## src/rtl/fcb_pkg.sv

```systemverilog
// Constants and carrier types of the filter configuration bank.
// Assumes one 50 MHz clock domain and an access port that is fed by the
// device's serial host port decoder.
package fcb_pkg;
   // -----------------------------------------------------------------
   // Register map
   // -----------------------------------------------------------------
   localparam int ADDR_W = 6;
   localparam int DATA_W = 16;
   localparam int SETUP_W = 3;
   localparam logic [ADDR_W-1:0] FILTER_CONFIG_0_ADDR = 6'h28;
   localparam logic [ADDR_W-1:0] FILTER_CONFIG_7_ADDR = 6'h2f;
   localparam logic [DATA_W-1:0] FILTER_CONFIG_RESET = 16'h0500;
   // Bits that software may change; the rest read as zero
   localparam logic [DATA_W-1:0] FILTER_CONFIG_WMASK = 16'h8f7f;
   localparam logic [DATA_W-1:0] DIRECT_MAP_WMASK = 16'hffff;

   // -----------------------------------------------------------------
   // Field positions
   // -----------------------------------------------------------------
   localparam int DIRECT_MAP_BIT = 15;
   localparam int DIRECT_RATE_MSB = 14;
   localparam int PF_EN_BIT = 11;
   localparam int PF_SEL_MSB = 10;
   localparam int PF_SEL_LSB = 8;
   localparam int ORDER_MSB = 6;
   localparam int ORDER_LSB = 5;
   localparam int RATE_MSB = 4;

   // -----------------------------------------------------------------
   // Field encodings
   // -----------------------------------------------------------------
   localparam logic [1:0] ORDER_SINC5_SINC1 = 2'h0;
   localparam logic [1:0] ORDER_SINC3 = 2'h3;
   localparam logic [2:0] PF_27SPS = 3'h2;
   localparam logic [2:0] PF_25SPS = 3'h3;
   localparam logic [2:0] PF_20SPS = 3'h5;
   localparam logic [2:0] PF_16SPS = 3'h6;
   localparam logic [4:0] RATE_LAST_FASTEST = 5'h02;
   localparam logic [4:0] RATE_SLOWEST = 5'h16;
   // Post filter settling times in microseconds
   localparam logic [15:0] SETTLE_27SPS_US = 16'h8f5c; // 36.7 ms
   localparam logic [15:0] SETTLE_25SPS_US = 16'h9c40; // 40 ms
   localparam logic [15:0] SETTLE_20SPS_US = 16'hc350; // 50 ms
   localparam logic [15:0] SETTLE_16SPS_US = 16'hea60; // 60 ms
   // Modulator periods per result for each direct decimation step
   localparam int DIRECT_PERIOD_SHIFT = 5; // times 32
   localparam int PERIOD_W = 20;

   // -----------------------------------------------------------------
   // Carriers
   // -----------------------------------------------------------------
   typedef struct packed {
      logic wr;
      logic rd;
      logic [ADDR_W-1:0] addr;
      logic [DATA_W-1:0] wdata;
   } fcb_acc_s;

   typedef struct packed {
      logic direct_mode;
      logic [14:0] direct_rate;
      logic [PERIOD_W-1:0] result_period;
      logic [1:0] order;
      logic [4:0] rate_code;
      logic [4:0] rate_step;
      logic pf_enable;
      logic [2:0] pf_select;
      logic [15:0] settle_us;
      logic code_undefined;
   } fcb_cfg_s;
endpackage : fcb_pkg

```

## src/rtl/fcb_filter_config_bank.sv

```systemverilog
// Bank of per-setup filter configuration registers with decode.
// Assumes the host port decoder presents one access per cycle on i_acc
// and the channel sequencer names the setup it is about to convert.
`timescale 1ns/10ps
module fcb_filter_config_bank #(
   parameter int NUM_SETUPS = 8
) (
   input wire logic i_sys_clk, // 50 MHz clock
   input wire logic i_rst_b, // Async reset, active low
   input wire fcb_pkg::fcb_acc_s i_acc, // Register access
   input wire logic [fcb_pkg::SETUP_W-1:0] i_setup_sel, // Active setup
   output logic [fcb_pkg::DATA_W-1:0] o_rd_data, // Read data
   output logic o_rd_valid, // Read answer strobe
   output logic o_rd_hit, // Read hit a mapped register
   output logic o_conv_abort, // Abort conversion pulse
   output logic o_seq_restart, // Restart at first channel pulse
   output fcb_pkg::fcb_cfg_s o_cfg // Decoded config of active setup
);
   import fcb_pkg::*;

   // -----------------------------------------------------------------
   // Elaboration checks
   // -----------------------------------------------------------------
   if (NUM_SETUPS < 1 || NUM_SETUPS > (1 << SETUP_W)) begin : g_chk
      $error("NUM_SETUPS must lie between 1 and 8");
   end

   // -----------------------------------------------------------------
   // Address decode
   // -----------------------------------------------------------------
   logic in_bank;
   logic [SETUP_W-1:0] acc_idx;
   logic idx_ok;

   assign in_bank = (i_acc.addr >= FILTER_CONFIG_0_ADDR) &&
                    (i_acc.addr <= FILTER_CONFIG_7_ADDR);
   assign acc_idx = i_acc.addr[SETUP_W-1:0];
   assign idx_ok = in_bank && (32'(acc_idx) < NUM_SETUPS);

   // -----------------------------------------------------------------
   // Register storage
   // -----------------------------------------------------------------
   logic [DATA_W-1:0] cfg_q [NUM_SETUPS];

   // Direct map reuses bits 14:12 and 7, so the mask follows bit 15
   function automatic logic [DATA_W-1:0] store_val(
      input logic [DATA_W-1:0] wd
   );
      logic [DATA_W-1:0] m;
      m = wd[DIRECT_MAP_BIT] ? DIRECT_MAP_WMASK
                             : FILTER_CONFIG_WMASK;
      store_val = wd & m;
   endfunction : store_val

   for (genvar s = 0; s < NUM_SETUPS; s++) begin : g_reg
      always_ff @(posedge i_sys_clk or negedge i_rst_b) begin
         if (!i_rst_b) begin
            cfg_q[s] <= FILTER_CONFIG_RESET;
         end else if (i_acc.wr && idx_ok &&
                      acc_idx == SETUP_W'(s)) begin
            cfg_q[s] <= store_val(i_acc.wdata);
         end
      end
   end

   // -----------------------------------------------------------------
   // Read path
   // -----------------------------------------------------------------
   always_ff @(posedge i_sys_clk or negedge i_rst_b) begin
      if (!i_rst_b) begin
         o_rd_data <= '0;
         o_rd_valid <= 1'b0;
         o_rd_hit <= 1'b0;
      end else begin
         o_rd_valid <= i_acc.rd;
         o_rd_hit <= i_acc.rd && idx_ok;
         if (i_acc.rd && idx_ok) begin
            o_rd_data <= cfg_q[acc_idx];
         end else begin
            o_rd_data <= '0;
         end
      end
   end

   // -----------------------------------------------------------------
   // Conversion restart
   // -----------------------------------------------------------------
   // Any accepted write, even one that leaves the value unchanged,
   // restarts so that the sequencer never mixes old and new settings.
   always_ff @(posedge i_sys_clk or negedge i_rst_b) begin
      if (!i_rst_b) begin
         o_conv_abort <= 1'b0;
         o_seq_restart <= 1'b0;
      end else begin
         o_conv_abort <= i_acc.wr && idx_ok;
         o_seq_restart <= i_acc.wr && idx_ok;
      end
   end

   // -----------------------------------------------------------------
   // Decode of the active setup
   // -----------------------------------------------------------------
   logic [DATA_W-1:0] sel_q;
   fcb_cfg_s next_cfg;
   logic sel_ok;

   assign sel_ok = 32'(i_setup_sel) < NUM_SETUPS;
   assign sel_q = sel_ok ? cfg_q[i_setup_sel] : FILTER_CONFIG_RESET;

   always_comb begin
      logic [1:0] ord;
      logic [4:0] rc;
      logic [2:0] pfs;
      logic pf_bad;
      ord = sel_q[ORDER_MSB:ORDER_LSB];
      rc = sel_q[RATE_MSB:0];
      pfs = sel_q[PF_SEL_MSB:PF_SEL_LSB];
      pf_bad = 1'b0;
      next_cfg = '0;
      if (sel_q[DIRECT_MAP_BIT]) begin
         // Every other field loses its meaning here
         next_cfg.direct_mode = 1'b1;
         next_cfg.direct_rate = sel_q[DIRECT_RATE_MSB:0];
         next_cfg.order = ORDER_SINC3;
         next_cfg.result_period = {PERIOD_W'(sel_q[DIRECT_RATE_MSB:0])}
                                  << DIRECT_PERIOD_SHIFT;
         // Zero decimation would give no results at all
         next_cfg.code_undefined = (sel_q[DIRECT_RATE_MSB:0] == '0);
      end else begin
         next_cfg.order = ord;
         next_cfg.rate_code = rc;
         // Codes 0 to 2 share the fastest rate, later codes step down
         if (rc <= RATE_LAST_FASTEST) begin
            next_cfg.rate_step = '0;
         end else begin
            next_cfg.rate_step = rc - RATE_LAST_FASTEST;
         end
         next_cfg.pf_select = pfs;
         // Post filter only acts behind the sinc5 plus sinc1 path
         next_cfg.pf_enable = sel_q[PF_EN_BIT] &&
                              (ord == ORDER_SINC5_SINC1);
         case (pfs)
            PF_27SPS: next_cfg.settle_us = SETTLE_27SPS_US;
            PF_25SPS: next_cfg.settle_us = SETTLE_25SPS_US;
            PF_20SPS: next_cfg.settle_us = SETTLE_20SPS_US;
            PF_16SPS: next_cfg.settle_us = SETTLE_16SPS_US;
            default: begin
               next_cfg.settle_us = '0;
               pf_bad = 1'b1;
            end
         endcase
         if (!next_cfg.pf_enable) begin
            next_cfg.settle_us = '0;
         end
         // Flag codes the host must not use; behaviour is not defined
         next_cfg.code_undefined =
            (ord != ORDER_SINC5_SINC1 && ord != ORDER_SINC3) ||
            (next_cfg.pf_enable && pf_bad) ||
            (rc > RATE_SLOWEST);
      end
   end

   always_ff @(posedge i_sys_clk or negedge i_rst_b) begin
      if (!i_rst_b) begin
         o_cfg <= '0;
      end else begin
         o_cfg <= next_cfg;
      end
   end
endmodule : fcb_filter_config_bank

```

## config.mk

```make
export PLATFORM = sky130hd
export DESIGN_NAME = fcb_filter_config_bank
export DESIGN_NICKNAME = d
export VERILOG_FILES = /design/src/rtl/fcb_pkg.sv /design/src/rtl/fcb_filter_config_bank.sv
export SDC_FILE = /design/constraint.sdc
export NUM_CORES = 1
export LEC_CHECK = 0
export BUFFER_PORTS_ARGS = -buffer_cell sky130_fd_sc_hd__buf_2
export CORE_UTILIZATION = 30
export DETAILED_ROUTE_END_ITERATION = 6
export GPL_TIMING_DRIVEN = 0
export PLACE_DENSITY = 0.58
export SLEW_MARGIN = 25
export SYNTH_ARGS = -nofsm -noshare
export SYNTH_HDL_FRONTEND = slang
export SYNTH_SLANG_ARGS = --single-unit
```

## constraint.sdc

```tcl
create_clock -name i_sys_clk -period 2.47 [get_ports i_sys_clk]
set_input_delay 0.494 -clock i_sys_clk [delete_from_list [all_inputs] [get_ports i_sys_clk]]
set_output_delay 0.494 -clock i_sys_clk [all_outputs]
set_load 0.02 [all_outputs]
```

* Word-level counts from Yosys, hierarchy flattened
Index checks and enable logic that the tools add are counted.
Cells by class: add/subtract/negate cells 1, multipliers 0, div/mod/pow operators 0, $lt $le $gt $ge 6, equal/unequal tests 12, shift operators 0, multiplexer cells 17, bitwise logic cells 3, reductions and logical operators 21
Operators with widths (count):
- $bmux W16 S3 | 2
- $mux W16 | 6
- $pmux W16 S4 | 1
- $mux W36 | 1
- $mux W30 | 1
- $eq A3 B3 Y1 const B | 6
- $and A16 B16 Y16 | 1
- $logic_not A15 Y1 | 1
- $mux W15 | 1
- $logic_and A1 B1 Y1 | 14
- $eq A3 B2 Y1 const B | 4
- $ge A4 B4 Y1 const B | 2
- $not A3 Y4 | 2
- $ge A6 B6 Y1 const B | 1
- $le A6 B6 Y1 const B | 1
- $gt A5 B5 Y1 const B | 1
- $le A5 B2 Y1 const B | 1
- $mux W5 | 1
- $sub A5 B2 Y5 const B | 1
- $reduce_or A4 Y1 | 1
- $eq A3 B1 Y1 const B | 1
- $logic_not A3 Y1 | 1
- $mux W1 | 3
- $logic_not A2 Y1 | 1
- 4 further kinds | 5
Word-level totals: bits in registers 216, bits in latches 0, bits in writable memories 0, ROM bits 0, input bits 29, output and inout bits 89, word-level logic and storage cells 82, memories kept 0

* Longest topological paths before layout
Gate-level depths: netlist (run 1).
word-level depth 12, mapped depth 11, gate-level depth less buffers 9

* Least setup slack after synthesis (run 1)
Ideal clock, no wire load.
path kind input port to flip-flop, start in i_setup_sel[1] in the netlist's numbering, end reg o_cfg[0] in the netlist's numbering, library setup time 136 ps, arrival 2604 ps, required time 2334 ps, slack -270 ps, stages 8, buffers on the path 4, cell sequence buf_6 > buf_2 > clkbuf_1 > buf_1 > mux2i_1 > ha_1 > o31ai_1 > o41ai_2
RTL lines:
- start: declaration | line fcb_filter_config_bank.sv:11 | input wire logic [fcb_pkg::SETUP_W-1:0] i_setup_sel,
- end signal: assignment | line fcb_filter_config_bank.sv:167 | o_cfg <= next_cfg;
- end: declaration | line fcb_filter_config_bank.sv:17 | output fcb_pkg::fcb_cfg_s o_cfg

* Worst setup path in the final report (run 1)
start in i_acc[18] in the netlist's numbering, end reg cfg_q[105] in the netlist's numbering
Between the ends: word-level cells in the longest chain between the ends 4, elaborated cells on any way between the ends 6, classes of those cells 2 x order compare; 1 x eq/ne; 3 x reduce/logical
Ends and longest elaborated chain:
- start: declaration | line fcb_filter_config_bank.sv:10 | input wire fcb_pkg::fcb_acc_s i_acc,
- $ge A6 B6 Y1 or $le A6 B6 Y1 (tied branches) | line fcb_filter_config_bank.sv:35, fcb_filter_config_bank.sv:36
- $logic_and A1 B1 Y1 | line fcb_filter_config_bank.sv:35 | assign in_bank = (i_acc.addr >= FILTER_CONFIG_0_ADDR) &&
- $logic_and A1 B1 Y1 | line fcb_filter_config_bank.sv:59 | end else if (i_acc.wr && idx_ok &&
- $logic_and A1 B1 Y1 (*) | line fcb_filter_config_bank.sv:59
- end signal: indexed assignment | line fcb_filter_config_bank.sv:61 | cfg_q[s] <= store_val(i_acc.wdata);
- end: declaration | line fcb_filter_config_bank.sv:43 | logic [DATA_W-1:0] cfg_q [NUM_SETUPS];
Every way passes the cells marked *; elsewhere a longest branch is shown, timed or not. A chain may end at the register's enable or synchronous reset.

==> key figures, run 1 <==
Critical path
  • Worst Path Arrival: 2.77 ns
  • Reg2reg start: cfg_q[92]
  • Kind of cell adding the most delay to the critical path: buffers and inverters
  • Crit path max fanout: 10
  • Critical-path cell list: clkbuf_1 > nand2b_1 > clkbuf_1 > nor3b_2 > clkbuf_2 > mux2_2
  • Crit path buf inv count: 3
  • Most used cell, CP: clkbuf_1
  • FF-to-FF setup slack: 0.09 ns
  • Crit path depth: 6
  • CP Class: input pin to flip-flop
  • Startpoint Class: input pin
  • Req. time, crit path: 2.79 ns
  • Worst flop-to-flop path endpoint: o_cfg[0]
  • Setup crit end kind: flip-flop
  • Slowest cell on the critical path: nor3b_2
  • Critical Path Start: i_acc[18]
  • R2R cell count: 5
  • Highest cell delay on the worst timing path: between 0.6 and 0.7 ns
  • Critical Path End: cfg_q[105]

Clock tree
  • CTS buffer count: 17
  • TritonCTS clock tree: done
  • Clock Path Buffers: 2
  • Clock Tree Root: clkbuf_16
  • Sink Count: roughly 190
  • H-tree Lvls: 4
  • Worst-path clk slew: 0.07 ns
  • Clk Latency, worst-skew pair: ~0.44 ns

Placement
  • Routability cong.: 0.815
  • Placed insts: 1191
  • DP HPWL: 17.2 mm
  • IO Port Bufs: 107
  • Post-place setup slack: -0.954 ns

Logic synthesis
  • Ys flop type: dfrtp_1
  • Syn_area_per_cell: ~14 sq um
  • Post-synth top cells: dfrtp_1 (173), mux2_2 (118), mux4_2 (63)
  • Synth Register Bits: 189
  • Synthesis Warnings: 0
  • Cell area after synthesis: 9390 sq um
  • Synth area leaders: dfrtp_1 (46%), mux4_2 (15%), mux2_2 (14%)
  • Sequential fraction of the synthesis area: 50.6%
  • Yosys cell types: 50
  • Post-synth EDFFs: 0
  • Post-synth top area cell: dfrtp_1
  • Async set-reset flop share out of synthesis: 100%
  • Count leader, synth: dfrtp_1
  • Top-area cell type share of the netlist area: 46.1%
  • Syn Inst Count: 679

Worst hold path
  • Worst min path class: input pin to flip-flop

Global route
  • Met3 Use GR: 3.58%
  • First-pass GRT wire length: between 30 and 40 mm
  • Largest net degree at the start of global routing: just over 80
  • Initial antenna violation count: 2
  • Vias in the first global route: 6244
  • Met1 Resource Use GR: 21.5%
  • Total gr overflow: 0
  • Global-route usage over all layers: 16.3%
  • Met2 global-route usage: between 20% and 30%
  • GRT busiest layer: met2

Timing
  • Fin. Hold Viols: 0
  • Max frequency: 409 MHz
  • Final setup viols: 0
  • Worst setup margin: around 0.024 ns
  • Final min period: roughly 2.4 ns
  • Worst slew margin relative to its limit: 37.4%
  • Slew Limit Fails: 0
  • Layout Skew: 0.00818 ns
  • Least-Margin Pin Slew: 0.939 ns
  • RSZ-0062 raised after global routing: yes
  • Tcrit/Tclk final: 99.0%

Floorplanning
  • Die Area: 32000 sq um
  • Die X: 179 um
  • Site Rows: 64
  • Initial Util: 30.6%
  • Ports: between 100 and 150
  • Core area: a little over 30000 sq um
  • Die Y: 179 um

Pwr
  • Leakage: 5.27 nW
  • Peak supply drop: 0.000379 V
  • Power Density: 719 nW/um^2

Status
  • Status: finished, final reports clean

Drt
  • Vias: slightly above 6000
  • WL/cell: between 20 and 25 um
  • Antenna-violating nets left: 0
  • First-pass DRT Iterations: 5
  • Post-Route WL: approximately 25 mm
  • Post-route DRC violation count: 0
  • 1st-iter DRT viols: 455
  • Vias per std cell: 5.04

Cells and area
  • Share of cells above drive strength 1: 49.6%
  • Fin nets: 849
  • P&R area growth vs syn: 19.3%
  • Final std cells w/o fill: 1224

Flow run
  • Max-cap violation count: 0
[worst min-delay path by stage]
| stage | startpoint | slack [ns] | cells past startpoint | endpoint |
|---|---|---|---|---|
| after floorplan | i_rst_b | 0.20 | 0 | cfg_q[0] |
| after global placement | cfg_q[89] | 0.50 | 1 | cfg_q[89] |
| after detailed placement | i_rst_b | 0.39 | 1 | o_rd_data[0] |
| after CTS | i_acc[22] | 0.15 | 1 | o_rd_valid |
| after global routing | i_acc[22] | 0.16 | 1 | o_rd_valid |
| final | i_acc[22] | 0.17 | 1 | o_rd_valid |
[area by class of cell]
type,instances,area [sq um]
Clock buffer,18,439
Inverter,11,41.3
Sequential cell,189,4750
Antenna cell,1,2.50
Buffer,69,437
Tap cell,396,495
Timing Repair Buffer,112,626
Fill cell,2958,19500
Clock inverter,12,139
Multi-Input combinational cell,416,4280
[logic make-up (layout without fill, tap and decap cells)]
| kind of cell | Yosys count | in the layout | synth area share (%) |
|---|---|---|---|
| multiplexers | 222 | 222 | 34.3 |
| flip-flops | 189 | 189 | 50.6 |
| AND/OR/NAND/NOR | 131 | 131 | 6.45 |
| buffers and inverters | 81 | 222 | 4.74 |
| AO/OA/AOI/OAI | 50 | 50 | 3.32 |
| adder cells (fa/ha/maj) | 4 | 4 | 0.533 |
| other | 1 | 9 | 0.0399 |
| XOR/XNOR | 1 | 1 | 0.0933 |
[report_power, final]
group | total, mW | switching, mW | internal, mW
clock | 2.75 | 1.23 | 1.52
sequential | 3.72 | 0.251 | 3.47
combinational | 1.58 | 0.822 | 0.762
total | 8.05 | 2.31 | 5.75
[registers in the layout, indices dropped and copies added (netlist names)]
register,cells
o_rd_hit,1
o_rd_data,16
o_cfg,42
cfg_q,128
o_rd_valid,1
o_seq_restart,1
[metrics by stage]
| step | hold slack (ns) | utilization (%) | setup TNS (ns) | instance area (sq um) | power [mW] |
|---|---|---|---|---|---|
| after floorplan | 0.198 | - | 0 | 9430 | 4.78 |
| after global placement | 0.501 | 34.1 | -470.80 | 10500 | 5.28 |
| after detailed placement | 0.388 | 34.3 | -55.07 | 10500 | 5.32 |
| after CTS | 0.153 | 36.3 | 0 | 11100 | 8.09 |
| after global routing | 0.160 | 36.5 | -1.64 | 11200 | 8.43 |
| final | 0.172 | 36.5 | 0 | 11200 | 8.05 |
[cells in the final DEF, fill, tap and decap left out, drive strengths merged, types with 2 or more instances in the layout]
cell and instances:
mux2i 37, nor3b 4, nand2b 3, clkinvlp 4, nor2 59, dfrtp 173
a211oi 3, conb 8, nor4 3, o311ai 2, or4 2, bufinv 2
nand3b 3, clkbuf 39, buf 158, and3 2, ha 4, a311oi 2
o21ai 22, nand3 5, and2 6, dfstp 16, a21oi 11, clkinv 3
inv 14, nor3 9, mux4 64, a32oi 2, mux2 121, o31ai 2
nand2 32
[layer usage]
metal  up-vias  part of all wire [%]
met3        46                   7.2
met2       236                    47
met5         -                 0.048
met1      3148                    43
li1       2740                     -
met4         2                   2.4
[repair_timing]
action / CTS / global route
gates resized for setup: 13 / 11
setup buffers: 0 / 2
cloned: 0 / 0
hold buffers: 1 / 0
endpoints found under the hold margin: 36 / 0
setup endpoints to repair: 45 / 61
Note: power is estimated with default switching activity, not from simulation.
==> inputs of run 2 (changes only) <==
Settings changed: CTS_BUF_LIST from default to sky130_fd_sc_hd__clkbuf_4.
==> run 2 against run 1 <==
- global-route usage is 0.074 points lower
- clock skew rose by 0.010 ns
- sequential power about the same
- total power shrank 13%
- design area is 2.8% lower
- worst setup slack improved by 0.068 ns
- routed wire length grew 0.37%
- first-iteration DRC count unchanged
- largest cell class unchanged
- critical path type unchanged
- core utilization shrank 1.0 points
- register-to-register slack about the same
- sequential share of layout area increased by 1.2 points
==> key figures, run 2 (same netlist as run 1, synthesis figures left out) <==
Placement
  • Routability cong.: 0.815
  • IO Port Bufs: around 110
  • DP HPWL: between 15 and 20 mm
  • Placed Area: 10500 sq um
  • Placed insts: around 1200

Critical path
  • Worst Path Arrival: 2.91 ns
  • Setup crit end kind: flip-flop
  • Critical Path Start: i_setup_sel[2]
  • Reg2reg start: cfg_q[92]
  • Req. time, crit path: 3.00 ns
  • CP Class: input pin to flip-flop
  • Crit path max fanout: 10
  • Startpoint Class: input pin

Global route
  • Total gr overflow: 0
  • Initial antenna violation count: 3
  • Largest net degree at the start of global routing: 82
  • Vias in the first global route: 6158
  • First-pass GRT wire length: 38.2 mm
  • Global-route usage over all layers: 16.2%

Timing
  • RSZ-0062 raised after global routing: no
  • Slew Limit Fails: 0
  • Fin Hold WS: 0.142 ns
  • Final setup viols: 0
  • Tcrit/Tclk final: between 90% and 100%
  • Max frequency: 420 MHz
  • Worst slew margin relative to its limit: 39.0%
  • Least-Margin Pin Slew: 0.915 ns
  • Fin. Hold Viols: 0
  • Final min period: 2.38 ns
  • Layout Skew: between 0.015 and 0.02 ns

Floorplanning
  • Initial Util: a little under a third
  • Die Area: roughly 32000 sq um
  • Die Y: 179 um
  • Site Rows: between 60 and 70
  • Die X: 179 um
  • Core area: 30700 sq um
  • Ports: 118

Cells and area
  • Commonest non-fill, non-tap cells in the layout: dfrtp_1 (173), buf_2 (118), mux2_2 (118)
  • Top reg by flops: cfg_q
  • Final std cells w/o fill: 1226
  • Commonest non-fill, non-tap cell in the layout: dfrtp_1
  • Share of cells above drive strength 1: between 40 and 50%
  • Biggest regs: cfg_q (128), o_cfg (42), o_rd_data (16)
  • Fin nets: 850
  • Final Cell Area: 10900 sq um
  • Max reg flops: 128
  • P&R area growth vs syn: 15.9%
  • Final Util: a little over a third

Drt
  • Antenna-violating nets left: 0
  • WL/cell: 20.3 um
  • Post-Route WL: 24.9 mm
  • 1st-iter DRT viols: ~460
  • Metal2 WL: 11.7 mm
  • DR WL met3: 1.65 mm
  • Post-route DRC violation count: 0
  • M1 WL: 11.0 mm
  • First-pass DRT Iterations: 7
  • Uppermost layer routed: met5
  • Vias: 6200
  • Vias per std cell: 5.06

Pwr
  • Peak supply drop: around 0.0003 V
  • Final Power: 7.00 mW
  • Leakage: 5.13 nW
  • Power Density: 643 nW/um^2

Worst hold path
  • Min-delay src: i_acc[23]
  • Worst min path class: input pin to flip-flop

Clock tree
  • H-tree Lvls: 4
  • Sink Count: 189
  • Clock Path Buffers: 2
  • CTS buffer count: 17
  • Total setup buffers inserted after CTS: 0
  • TritonCTS clock tree: done
  • Worst-path clk slew: around 0.15 ns
  • Clk Latency, worst-skew pair: 0.60 ns
  • Clock Tree Root: clkbuf_4

Flow run
  • Max-cap violation count: 0

Status
  • Status: finished, final reports clean
-- run 2: changes by cell type in the layout (fill, tap and decap cells not counted), moves of 3 or more --
cell       before  now
buf_2         115  118
clkbuf_4        2   19
buf_4          35   31
clkbuf_16      17    0
-- run 2: timing repair --
item	4_1_cts	5_1_grt
hold buffers	2	0
cloned	0	0
setup endpoints to repair	30	15
hold endpoints to repair	37	0
resized for setup	9	10
-- run 2: power by group --
part	internal, mW	total (mW)	switching, mW
registers	3.46	3.71	0.251
logic	0.754	1.57	0.820
clock network	0.595	1.71	1.11
total	4.81	7.00	2.18
-- run 2: area by class of cell --
class,instances,area [sq um]
plain buffers,70,429
inverters,11,41.3
repair buffers,112,632
multi-input cells,416,4270
clock inverters,13,143
fillers,3007,19800
clock buffers,17,128
diodes,2,5.00
well taps,396,495
flip-flops and latches,189,4750
-- run 2: stage by stage --
stage	setup WS, ns	TNS, ns
after floorplan	0.0220	0
after global placement	-2.29	-470.80
after detailed placement	-0.954	-55.07
after CTS	0.0216	0
after global routing	0.0299	0
final	0.0916	0
-- run 2: worst max-delay path, cell delays in order --
cell and delay (ns):
buf_2 0.12, buf_4 0.23, buf_4 0.25, buf_2 0.32, mux4_2 0.38, mux2i_4 0.27, ha_1 0.23, o21ai_1 0.21
nand2b_1 0.24, a21oi_1 0.14
-- run 2: worst paths after layout --
| check | to | slack, ns | depth (start not counted) |
|---|---|---|---|
| min reg2reg | cfg_q[89] | 0.54 | 1 |
| min | o_seq_restart | 0.14 | 2 |
| min in group asynchronous | o_rd_data[0] | 0.33 | 2 |
| max reg2reg | o_cfg[0] | 0.10 | 5 |
| max | o_cfg[15] | 0.09 | 10 |
| max in group asynchronous | cfg_q[58] | 1.06 | 4 |
-- run 2: layer usage --
metal	vias up	global-route usage (%)
li1	2736	-
met1	3185	21.8
met2	237	26.0
met3	40	3.27
met4	2	5.72
met5	-	0
